===== config.mk =====
export PLATFORM = sky130hd
export DESIGN_NAME = fmc_regs
export DESIGN_NICKNAME = d
export VERILOG_FILES = /design/src/inc/fmc_pkg.sv /design/src/inc/fmc_map_if.sv /design/src/logic/fmc_block_map.sv /design/src/logic/fmc_regs.sv
export SDC_FILE = /design/constraint.sdc
export NUM_CORES = 1
export LEC_CHECK = 0
export ABC_AREA = 1
export BUFFER_PORTS_ARGS = -buffer_cell sky130_fd_sc_hd__buf_2
export CORE_AREA = 2 2 138 140
export DETAILED_ROUTE_END_ITERATION = 7
export DIE_AREA = 0 0 140 142
export PLACE_DENSITY = 0.51
export SYNTH_ARGS = -nofsm -noshare
export SYNTH_HDL_FRONTEND = slang
export SYNTH_HIERARCHICAL = 1
export SYNTH_SLANG_ARGS = --single-unit

===== constraint.sdc =====
create_clock -name clk -period 5.5 [get_ports clk]
set_input_delay 0.275 -clock clk [delete_from_list [all_inputs] [get_ports clk]]
set_output_delay 0.275 -clock clk [all_outputs]
set_load 0.01 [all_outputs]

===== src/inc/fmc_pkg.sv =====
// Constants shared by the flash control register block and its address map.
package fmc_pkg;
    // Byte addresses of the five control registers.
    localparam logic [15:0] ADDR_MODE = 16'hf020;
    localparam logic [15:0] ADDR_ERR = 16'hf021;
    localparam logic [15:0] ADDR_PWR = 16'hf022;
    localparam logic [15:0] ADDR_EBS = 16'hf023;
    localparam logic [15:0] ADDR_ENA = 16'hf02b;
    // Upper address bits that select the register window.
    localparam logic [11:0] ADDR_WINDOW = 12'hf02;
    // Value of every register after reset.
    localparam logic [7:0] RST_BYTE = 8'h00;
    // Bit positions in the mode control register.
    localparam int GATE_BIT = 6;
    localparam int ESU_BIT = 5;
    localparam int PSU_BIT = 4;
    localparam int EV_BIT = 3;
    localparam int PV_BIT = 2;
    localparam int ERS_BIT = 1;
    localparam int PRG_BIT = 0;
    // Error flag and power-down disable bit positions.
    localparam int FLER_BIT = 7;
    localparam int PDWND_BIT = 7;
    // Block select bits that exist in the small variant.
    localparam logic [7:0] EBS_SMALL_MASK = 8'h1f;
    // Exclusive end address of each erase block, ascending.
    localparam logic [15:0] BLK_END [8] = '{16'h0400, 16'h0800, 16'h0c00, 16'h1000,
                                            16'h8000, 16'hc000, 16'he000, 16'hf000};
    // Low address bits that must be zero at the start of a program unit.
    localparam logic [6:0] UNIT_OFFSET_ZERO = 7'h00;
    // Low-time of the sync byte counts start bit plus eight zero data bits.
    localparam logic [15:0] BAUD_LOW_BITS = 16'h0009;
    // Cycles after reset release before the boot strap is sampled.
    localparam logic [2:0] STRAP_WAIT = 3'h4;
    // Two-state register bus phases.
    typedef enum logic {BUS_IDLE = 1'b0, BUS_ANSWER = 1'b1} fmc_bus_t;
endpackage : fmc_pkg


===== src/inc/fmc_map_if.sv =====
// Carrier between the register block and the flash address map.
`timescale 1ns/10ps
interface fmc_map_if;
    logic [15:0] addr;        // Array address under test.
    logic [7:0] blocks_sel;   // Selected erase blocks.
    logic [7:0] block_hit;    // One-hot block holding addr.
    logic in_range;           // Addr lies inside the array.
    logic aligned;            // Addr starts a program unit.
    logic erasable;           // Addr lies in a selected block.
    modport core (output addr, output blocks_sel,
                  input block_hit, input in_range, input aligned, input erasable);
    modport map (input addr, input blocks_sel,
                 output block_hit, output in_range, output aligned, output erasable);
endinterface : fmc_map_if


===== src/logic/fmc_block_map.sv =====
// Combinational map from an array address to its erase block and program unit.
`timescale 1ns/10ps
module fmc_block_map #(
    parameter bit LARGE = 1'b1
) (
    fmc_map_if.map m
);
    // The small variant stops after the fifth block.
    localparam int NBLK = LARGE ? 8 : 5;

    // Find the block whose range holds the address.
    always_comb
    begin
        logic [15:0] lo;
        lo = 16'h0000;
        m.block_hit = 8'h00;
        m.in_range = 1'b0;
        for (int i = 0; i < NBLK; i++)
        begin
            // Blocks are contiguous, so each starts where the last ended.
            if (m.addr >= lo && m.addr < fmc_pkg::BLK_END[i])
            begin
                m.block_hit[i] = 1'b1;
                m.in_range = 1'b1;
            end
            lo = fmc_pkg::BLK_END[i];
        end
    end

    // A unit starts where the low eight bits read 00 or 80.
    assign m.aligned = m.in_range && (m.addr[6:0] == fmc_pkg::UNIT_OFFSET_ZERO);
    // Erase reaches only blocks that are selected.
    assign m.erasable = |(m.block_hit & m.blocks_sel);
endmodule : fmc_block_map


===== src/logic/fmc_regs.sv =====
// Flash control registers, mode gating, strap capture and boot bit-rate detect.
// What this block does
// - Program units are 128 bytes, 00/80 aligned.
// - Large array erases one of eight blocks.
// - Small array has four 1K, one 28K block.
// - Boot loader covers array; user mode per block.
// - Boot transfer bit rate follows the host.
// - All five control registers are eight bits.
// - Byte accesses only, answered in two states.
// - Without flash, reads undefined, writes ignored.
// - Mode bits select program, erase, verify modes.
// - Mode register top bit reads zero always.
// - Gate clear blocks other mode bits and block select.
// - Gate set permits programming, erasing, control.
// - Subactive powers down; array stays readable.
// - External programmer mode also programs array.
// - Erase mode needs gate and erase setup.
// - Program mode needs gate and program setup.
// - Block select clears on gate off, multi-set.
`timescale 1ns/10ps
module fmc_regs #(
    parameter bit FLASH_PRESENT = 1'b1,
    parameter bit LARGE = 1'b1
) (
    input wire logic clk,
    input wire logic arst_n,
    input wire logic bus_sel,
    input wire logic bus_write,
    input wire logic bus_byte,
    input wire logic [15:0] bus_addr,
    input wire logic [7:0] bus_wdata,
    output logic [7:0] bus_rdata,
    output logic bus_ack,
    input wire logic array_error,
    input wire logic [15:0] array_addr,
    input wire logic subactive,
    input wire logic boot_pin,
    input wire logic rxd_pin,
    input wire logic prog_mode_pin,
    output logic mode_program,
    output logic mode_erase,
    output logic mode_prog_verify,
    output logic mode_erase_verify,
    output logic [7:0] erase_blocks,
    output logic addr_erasable,
    output logic unit_aligned,
    output logic power_down,
    output logic array_read_en,
    output logic boot_loader_run,
    output logic [15:0] baud_period,
    output logic baud_locked,
    output logic ext_programmer
);
    fmc_pkg::fmc_bus_t bus_state; // Phase of the two-state access.
    logic software_write_gate, erase_setup, program_setup, ev, pv, ers, prg; // Mode control bits.
    logic fler;               // Sticky array error flag.
    logic pdwnd;              // Power-down disable.
    logic [7:0] flash_enable_ctl;         // Enable register contents.
    logic [7:0] ebs;          // Erase block select.
    logic [2:0] s1, s2, s3;   // Pin synchroniser stages; bits 0-2: boot, rxd, prog.
    logic [2:0] pin_f;        // Filtered pin levels.
    logic [2:0] strap_cnt;    // Wait before the boot strap is caught.
    logic strap_done;         // Strap already caught.
    logic boot;               // Captured boot strap.
    logic [15:0] low_cnt;     // Low-time of the sync byte.
    logic rxd_prev;           // Last filtered rxd level.
    logic hit, hit_ok, wr_ok; // Decoded access terms.
    logic wr_mode, wr_pwr, wr_ebs, wr_ena;
    logic [7:0] next_ebs;     // Masked block select write data; loaded only if at most one bit is set.
    logic [7:0] ebs_mask;     // Bits that exist in this variant.
    fmc_map_if map_bus ();

    // Address map; the array side address is checked against selected blocks.
    fmc_block_map #(.LARGE(LARGE)) u_map (.m(map_bus.map));
    assign map_bus.addr = array_addr;
    assign map_bus.blocks_sel = ebs;

    // Any access inside the register window is ours to answer.
    assign hit = bus_sel && (bus_state == fmc_pkg::BUS_IDLE)
                 && (bus_addr[15:4] == fmc_pkg::ADDR_WINDOW);
    // Word accesses are answered but have no effect.
    assign hit_ok = hit && bus_byte;
    // Parts without flash and the external programmer lock the registers out.
    assign wr_ok = hit_ok && bus_write && FLASH_PRESENT && !ext_programmer;
    // Each register accepts writes only at its own address.
    assign wr_mode = wr_ok && (bus_addr == fmc_pkg::ADDR_MODE);
    assign wr_pwr = wr_ok && (bus_addr == fmc_pkg::ADDR_PWR);
    assign wr_ebs = wr_ok && (bus_addr == fmc_pkg::ADDR_EBS);
    assign wr_ena = wr_ok && (bus_addr == fmc_pkg::ADDR_ENA);
    // The small variant has no block select bits above the fifth.
    assign ebs_mask = LARGE ? 8'hff : fmc_pkg::EBS_SMALL_MASK;
    assign next_ebs = bus_wdata & ebs_mask;

    // Bus phase: an access taken in the first state is answered in the second.
    always_ff @(posedge clk or negedge arst_n)
    begin
        if (!arst_n)
        begin
            bus_state <= fmc_pkg::BUS_IDLE;
        end
        else
        begin
            unique case (bus_state)
                fmc_pkg::BUS_IDLE:
                begin
                    // Take the access and move to the answer state.
                    if (hit)
                    begin
                        bus_state <= fmc_pkg::BUS_ANSWER;
                    end
                end
                fmc_pkg::BUS_ANSWER:
                begin
                    // A request during the answer is not taken.
                    bus_state <= fmc_pkg::BUS_IDLE;
                end
            endcase
        end
    end
    assign bus_ack = (bus_state == fmc_pkg::BUS_ANSWER);

    // Read data is loaded when the access is taken and held until the next.
    always_ff @(posedge clk or negedge arst_n)
    begin
        if (!arst_n)
        begin
            bus_rdata <= fmc_pkg::RST_BYTE;
        end
        else if (hit)
        begin
            // Absent flash and word reads give zero, a safe undefined value.
            if (!hit_ok || !FLASH_PRESENT || bus_write)
            begin
                bus_rdata <= 8'h00;
            end
            else
            begin
                unique case (bus_addr)
                    // Top bit of the mode register always reads zero.
                    fmc_pkg::ADDR_MODE: bus_rdata <= {1'b0, software_write_gate, erase_setup, program_setup, ev, pv, ers, prg};
                    fmc_pkg::ADDR_ERR: bus_rdata <= {fler, 7'h00};
                    fmc_pkg::ADDR_PWR: bus_rdata <= {pdwnd, 7'h00};
                    fmc_pkg::ADDR_EBS: bus_rdata <= ebs;
                    fmc_pkg::ADDR_ENA: bus_rdata <= flash_enable_ctl;
                    // Unlisted window addresses read as zero.
                    default: bus_rdata <= 8'h00;
                endcase
            end
        end
    end

    // Software write gate.
    always_ff @(posedge clk or negedge arst_n)
    begin
        if (!arst_n)
        begin
            software_write_gate <= 1'b0;
        end
        else if (wr_mode)
        begin
            software_write_gate <= bus_wdata[fmc_pkg::GATE_BIT];
        end
    end

    // Remaining mode bits follow the gate as it stood before the write.
    // Using the old gate means one write cannot open the gate and set a mode.
    always_ff @(posedge clk or negedge arst_n)
    begin
        if (!arst_n)
        begin
            {erase_setup, program_setup, ev, pv, ers, prg} <= 6'h00;
        end
        else if (!software_write_gate)
        begin
            // Gate closed: nothing else may be set.
            {erase_setup, program_setup, ev, pv, ers, prg} <= 6'h00;
        end
        else if (wr_mode)
        begin
            if (!bus_wdata[fmc_pkg::GATE_BIT])
            begin
                // Closing the gate drops every mode with it.
                {erase_setup, program_setup, ev, pv, ers, prg} <= 6'h00;
            end
            else
            begin
                erase_setup <= bus_wdata[fmc_pkg::ESU_BIT];
                program_setup <= bus_wdata[fmc_pkg::PSU_BIT];
                ev <= bus_wdata[fmc_pkg::EV_BIT];
                pv <= bus_wdata[fmc_pkg::PV_BIT];
                // Erase and program take hold only over a setup already made.
                ers <= bus_wdata[fmc_pkg::ERS_BIT] && erase_setup;
                prg <= bus_wdata[fmc_pkg::PRG_BIT] && program_setup;
            end
        end
    end

    // Array mode outputs; the external programmer owns the array instead.
    always_comb
    begin
        mode_erase = software_write_gate && erase_setup && ers && !ext_programmer;
        mode_program = software_write_gate && program_setup && prg && !ext_programmer;
        mode_erase_verify = software_write_gate && ev && !ext_programmer;
        mode_prog_verify = software_write_gate && pv && !ext_programmer;
    end
    // The array reads as ROM whenever it is not being altered.
    assign array_read_en = !(mode_erase || mode_program);

    // Erase block select; more than one bit set clears them all.
    always_ff @(posedge clk or negedge arst_n)
    begin
        if (!arst_n)
        begin
            ebs <= fmc_pkg::RST_BYTE;
        end
        else if (!software_write_gate)
        begin
            ebs <= 8'h00;
        end
        else if (wr_ebs)
        begin
            ebs <= $onehot0(next_ebs) ? next_ebs : 8'h00;
        end
    end
    assign erase_blocks = ebs;

    // Error flag is set by the array and cleared only by reset.
    always_ff @(posedge clk or negedge arst_n)
    begin
        if (!arst_n)
        begin
            fler <= 1'b0;
        end
        else if (array_error)
        begin
            fler <= 1'b1;
        end
    end

    // Power control and enable registers.
    always_ff @(posedge clk or negedge arst_n)
    begin
        if (!arst_n)
        begin
            pdwnd <= 1'b0;
            flash_enable_ctl <= fmc_pkg::RST_BYTE;
        end
        else
        begin
            if (wr_pwr)
            begin
                pdwnd <= bus_wdata[fmc_pkg::PDWND_BIT];
            end
            if (wr_ena)
            begin
                flash_enable_ctl <= bus_wdata;
            end
        end
    end
    // Supply is partly halted in subactive mode unless disabled.
    assign power_down = subactive && !pdwnd;

    // Pin synchronisers; a change counts once stages two and three agree.
    always_ff @(posedge clk or negedge arst_n)
    begin
        if (!arst_n)
        begin
            s1 <= 3'h0;
            s2 <= 3'h0;
            s3 <= 3'h0;
            pin_f <= 3'h0;
        end
        else
        begin
            s1 <= {prog_mode_pin, rxd_pin, boot_pin};
            s2 <= s1;
            s3 <= s2;
            for (int i = 0; i < 3; i++)
            begin
                if (s2[i] == s3[i])
                begin
                    pin_f[i] <= s3[i];
                end
            end
        end
    end
    assign ext_programmer = pin_f[2];

    // Boot strap is caught once the synchroniser has settled after reset.
    always_ff @(posedge clk or negedge arst_n)
    begin
        if (!arst_n)
        begin
            strap_cnt <= 3'h0;
            strap_done <= 1'b0;
            boot <= 1'b0;
        end
        else if (!strap_done)
        begin
            if (strap_cnt == fmc_pkg::STRAP_WAIT)
            begin
                strap_done <= 1'b1;
                boot <= pin_f[0];
            end
            else
            begin
                strap_cnt <= strap_cnt + 3'h1;
            end
        end
    end
    assign boot_loader_run = boot;

    // Boot bit rate: time the sync byte's low run and divide by its bit count.
    // Only the first byte is measured; a noisy line locks a wrong rate.
    always_ff @(posedge clk or negedge arst_n)
    begin
        if (!arst_n)
        begin
            low_cnt <= 16'h0000;
            rxd_prev <= 1'b1;
            baud_period <= 16'h0000;
            baud_locked <= 1'b0;
        end
        else if (boot && !baud_locked)
        begin
            rxd_prev <= pin_f[1];
            if (!pin_f[1] && low_cnt != 16'hffff)
            begin
                low_cnt <= low_cnt + 16'h0001;
            end
            else if (pin_f[1] && !rxd_prev && low_cnt != 16'h0000)
            begin
                baud_period <= low_cnt / fmc_pkg::BAUD_LOW_BITS;
                baud_locked <= 1'b1;
            end
        end
    end

    // Array-side address checks; boot mode may reach the whole array.
    always_ff @(posedge clk or negedge arst_n)
    begin
        if (!arst_n)
        begin
            addr_erasable <= 1'b0;
            unit_aligned <= 1'b0;
        end
        else
        begin
            addr_erasable <= boot ? map_bus.in_range : map_bus.erasable;
            unit_aligned <= map_bus.aligned;
        end
    end
endmodule : fmc_regs


======== Yosys cells after proc, flatten, opt, wreduce, memory -nomap -nowiden ========
Cells that the tools add are included.
word-level totals
  flip-flop bits (word level) ............. 87
  latch bits .............................. 0
  bits in writable memories ............... 0
  memory bits (read-only) ................. 0
  output and inout port bits .............. 44
  memories ................................ 0
operators by class
  add/sub/neg operators ................... 9
  $mul .................................... 0
  div/mod/pow operators ................... 1
  magnitude comparators ................... 17
  equality and inequality tests ........... 13
  shifts and indexed selects .............. 0
  multiplexer cells ....................... 43
  bitwise logic cells ..................... 5
  reduce and logical (&&, ||, !) cells .... 51
operators by type and width
  cell                                                           count
  == test 16 bit (second input constant)                         5
  less-than comparator 16 bit (second input constant)            4
  >= comparator 16 bit (second input constant)                   3
  one-hot mux 8 bit (5 select lines)                             1
  2-to-1 mux 1 bit                                               37
  logical AND 1 bit                                              35
  >= comparator 16 x 12 -> 1 bit (second input constant)         2
  less-than comparator 16 x 12 -> 1 bit (second input constant)  2
  2-to-1 mux 8 bit                                               4
  adder 16 x 1 -> 16 bit (second input constant)                 1
  divider 16 x 4 -> 16 bit (second input constant)               1
  >= comparator 16 x 1 -> 1 bit (second input constant)          1
  >= comparator 16 x 11 -> 1 bit (second input constant)         1
  >= comparator 16 x 13 -> 1 bit (second input constant)         1
  less-than comparator 16 x 11 -> 1 bit (second input constant)  1
  less-than comparator 16 x 13 -> 1 bit (second input constant)  1
  != test 16 bit (second input constant)                         1
  nonzero test 16 bit                                            1
  == test 12 bit (second input constant)                         1
  adder 1 x 1 -> 2 bit                                           4
  AND 8 bit                                                      1
  OR reduction 8 bit                                             1
  zero test 1 bit                                                7
  zero test 7 bit                                                1
  12 further kinds                                               22

======== Depth between registers and ports, before layout ========
  word-level depth ........................ 11
  depth in mapped cells ................... 67

======== Cells and area by module ========
The synthesis kept the hierarchy.
modules (own cells, without submodules)
  module         instances  cells an instance  area an instance (um^2)  seq. area each (um^2)
  fmc_regs       1          672                5212.5                   2103.3
  fmc_block_map  1          44                 200.2                    0.0

======== Worst setup path before layout ========
No wires, ideal clock.
  path kind ............................... flip-flop to flip-flop
  start ................................... register low_cnt[13]
  end ..................................... register baud_period[0]
  arrival ................................. 5.147 ns
  required time ........................... 5.383 ns
  path slack .............................. 0.236 ns
  stages on the path, launching flop included .. 61
  buffers on the path ..................... 0
  clock period less this slack ............ 5.264 ns
  path through ............................ dfrtp_1 nor2_2 nand2_1 nand2_2 nand2_2 nand2_4 nand3_4 nand2_4 nand2_4 nand2_1 nand3_2 nand2_2 nand2_2 nand2_4 xor2_1 nand3_1 nand3_1 nand2_2 (+25 left out) nand2_4 nand2_2 nand2_2 inv_2 nand2_4 nand2_4 nand2_2 nand2_1 inv_1 ha_1 nand4_1 nand3_2 nor2_4 o21ai_1 nor2_1 nand2_1 nand2_1 nand2_1
between the ends
  longest elaborated chain between the ends .. 4
  elaborated cells on any way between the ends .. 7
RTL lines
  item                                                                              RTL line         text
  start, declared                                                                   fmc_regs.sv:65   logic [15:0] low_cnt;
  start signal, assigned                                                            fmc_regs.sv:329  low_cnt <= low_cnt + 16'h0001;
  parallel branches: the longest is 4 deep, another holds divider 16 x 4 -> 16 bit  n/a
  end signal, assigned                                                              fmc_regs.sv:333  baud_period <= low_cnt / fmc_pkg::BAUD_LOW_BITS;
  end, declared                                                                     fmc_regs.sv:50   output logic [15:0] baud_period,
Several ways; the timed one is not identified.
A chain may end at the register's enable or synchronous reset.

======== Final worst setup path ========
Same ends and word-level chain as after synthesis.

==> summary by stage <==
Setup path
Counting stages on the worst path, the most repeated cell is sky130_fd_sc_hd__nand2_4. The worst reg-to-reg path cell count is 57. The critical path in this run is classified as flip-flop to flip-flop. At the worst endpoint, the required time is 5750 ps.

The endpoint arrival time on the critical path is 5860 ps. The endpoint kind of the worst setup timing path is a flip-flop. Of all nets on the critical path, the largest fanout is 6.

The worst setup path is launched from a flip-flop. The longest individual stage delay on the worst path is 420 ps. The cell type of the slowest stage on the worst timing path is sky130_fd_sc_hd__dfrtp_1.

Die
The die footprint is 19900 sq um. The standard cell core area is 18500 sq um. The floorplan has 50 rows. The vertical extent of the die is 142 um. The starting density of the core is 29.2%. The die extent in x is 140 um. The count of pins on the block boundary is 94.

Outcome
The flow ran to the end, but the final reports show violations. The final reports fail on DRC, setup timing.

Route
The number of remaining DRC errors is 7. The first TritonRoute pass finished after 7 iterations. The final layout contains routed wiring with a total length of 13700 um. Once detail routing completed, the nets flagged for antenna violations numbered 0. The routed via count is 5011. Dividing the detail-routed wire length by the instance count gives 12.3 um. The number of DRC markers in iteration 0 is 245.

The average vias per placed instance is 4.47.

Global routing
Entering global routing, the biggest net connects 50 pins. The number of antenna violations at the first check in global routing was 0. Global routing used 14.3% of the available tracks.

For this run the aggregate overflow at the end of global routing stands at 0. The first-pass GRT wire length is 23000 um. The number of global-route vias before repair is 4743.

Placement
In this run the cell area measured after placement is 6560 sq um. The HPWL after detailed placement is 10400 um. The placer's final routability congestion estimate is 0.804. The count of buffers inserted at the top-level ports is 87.

Timing
Setup repair after global routing could not meet its margin everywhere. The number of failing setup endpoints in the final timing report is 1. The worst slew slack as a fraction of its limit is 36.1%.

The highest clock frequency the design can meet is 178 MHz. The fraction of the cycle the final worst path needs is 102%. For the pin with the worst max-slew slack, the measured transition is 951 ps. The clock period minus worst slack is 5610 ps. The number of pins exceeding their max-slew limit in the final report is 0.

Once routing completed, OpenROAD measured the worst setup slack at -114 ps. The final hold violation count came to 0. Across the routed clock network, the largest skew measured is 12.0 ps.

Layout
The proportion of layout cells with a drive suffix above 1 is 35.4%. The count of nets after finishing is 946. The relative area change from synthesis to final layout is 35.3%. 0 antenna diodes ended up in the layout. The final design instance area without fill is 7290 sq um.

Clock tree
The clock tree buffer depth is 2. The level count of the clock H-tree is 3. The tree is rooted in a sky130_fd_sc_hd__clkbuf_16. The number of buffers created by CTS is 9.

The number of sinks driven by the clock tree is 84. The worst-skew pair later-pin latency is 350 ps. After clock tree synthesis, the clock-pin slew on the worst setup and hold paths is 70 ps. The clock tree from TritonCTS is yes.

Pwr
The largest vdd supply drop is 0.000149 V. For this design the static power due to leakage is 0.00380 uW. The design draws 1780 uW.

The power density of the placed cells is 245 nW/um^2.

Logic synthesis
The netlist area before placement is 5390 sq um. The synthesized instance count is 710. During synthesis, Yosys emitted a total of 6 warnings. Dividing the synthesized area by the synthesized cell count gives 7.59 sq um.

Worst hold path
The worst hold path belongs to the class input port to flip-flop. The number of cells on the worst hold path is 1.

Run
The tool flagged a number of max-cap violations equal to 0.
-- critical path: cells and delay by family (launching register included) --
family	cells	cell delay [ps]
adders and majority gates	1	140
buffers and inverters	5	450
DFF	1	420
and+or+nand+nor	51	4490
-- flip-flops by register name, summed over array words and instances (netlist names), 3 cells and up --
register / cells
pin_f: 3
bus_rdata: 8
strap_cnt: 3
s3: 3
erase_blocks: 8
s1: 3
s2: 3
baud_period: 13
flash_enable_ctl: 8
low_cnt: 16
-- worst paths after layout --
kind | from | endpoint | slack, ps
max in group asynchronous | arst_n | baud_period[3] | 4050
max | low_cnt[13] | baud_period[0] | -110
min in group asynchronous | arst_n | s2[2] | 420
max reg2reg | low_cnt[13] | baud_period[0] | -110
min | boot_pin | s1[0] | 30
min reg2reg | s1[0] | s2[0] | 350
-- layer usage --
| layer | track usage (%) | share of wire (%) |
|---|---|---|
| met5 | 0 | 0 |
| met3 | 1.78 | 3.5 |
| met2 | 22.9 | 45 |
| met4 | 5.26 | 1.8 |
| met1 | 20.0 | 49 |
-- final cells by class --
cell class	instances	area, sq um
Fill cell	1902	11200
Multi-Input combinational cell	510	3090
Sequential cell	84	2100
Timing Repair Buffer	173	1100
Inverter	104	393
Tap cell	234	293
Clock buffer	9	225
Clock inverter	7	86.3
-- power breakdown --
group | total [uW] | switching [uW] | internal, uW
Sequential | 732 | 56.5 | 676
Clock | 652 | 289 | 364
Combinational | 401 | 235 | 166
-- what timing repair did --
item                                    4_1_cts  5_1_grt
pin swaps                                    14       35
setup buffers                                 6       14
hold buffers                                  1        0
gates resized for setup                      11       56
endpoints found under the hold margin        35        0
endpoints found under the setup margin        2        2
-- layout by cell type, fill, tap and decap left out, drive strengths merged, types with 2 or more instances in the layout --
cell / n
nand2: 210
buf: 172
inv: 106
dfrtp: 83
nand3: 62
nor2: 53
o21ai: 53
nand4: 26
nor3: 23
xor2: 18
a21oi: 12
ha: 10
a31oi: 9
clkbuf: 9
o32ai: 5
nor4: 4
fa: 4
clkinv: 3
a32o: 3
o31ai: 3
maj3: 3
conb: 3
or2: 2
xnor2: 2
-- stage by stage --
stage	TNS, ps	std cells	hold slack [ps]	worst slack (ps)	util (%)
4_1_cts	-162	1107	21.4	-162	37.8
3_5_place_dp	-434	1084	280	-327	35.5
2_1_floorplan	0	712	-20.6	236	-
3_3_place_gp	-414	1084	273	-328	35.5
5_1_grt	-1240	1121	25.7	-731	39.5
6_report	-114	1121	34.5	-114	39.5
Power figures use the tool's default switching activity.
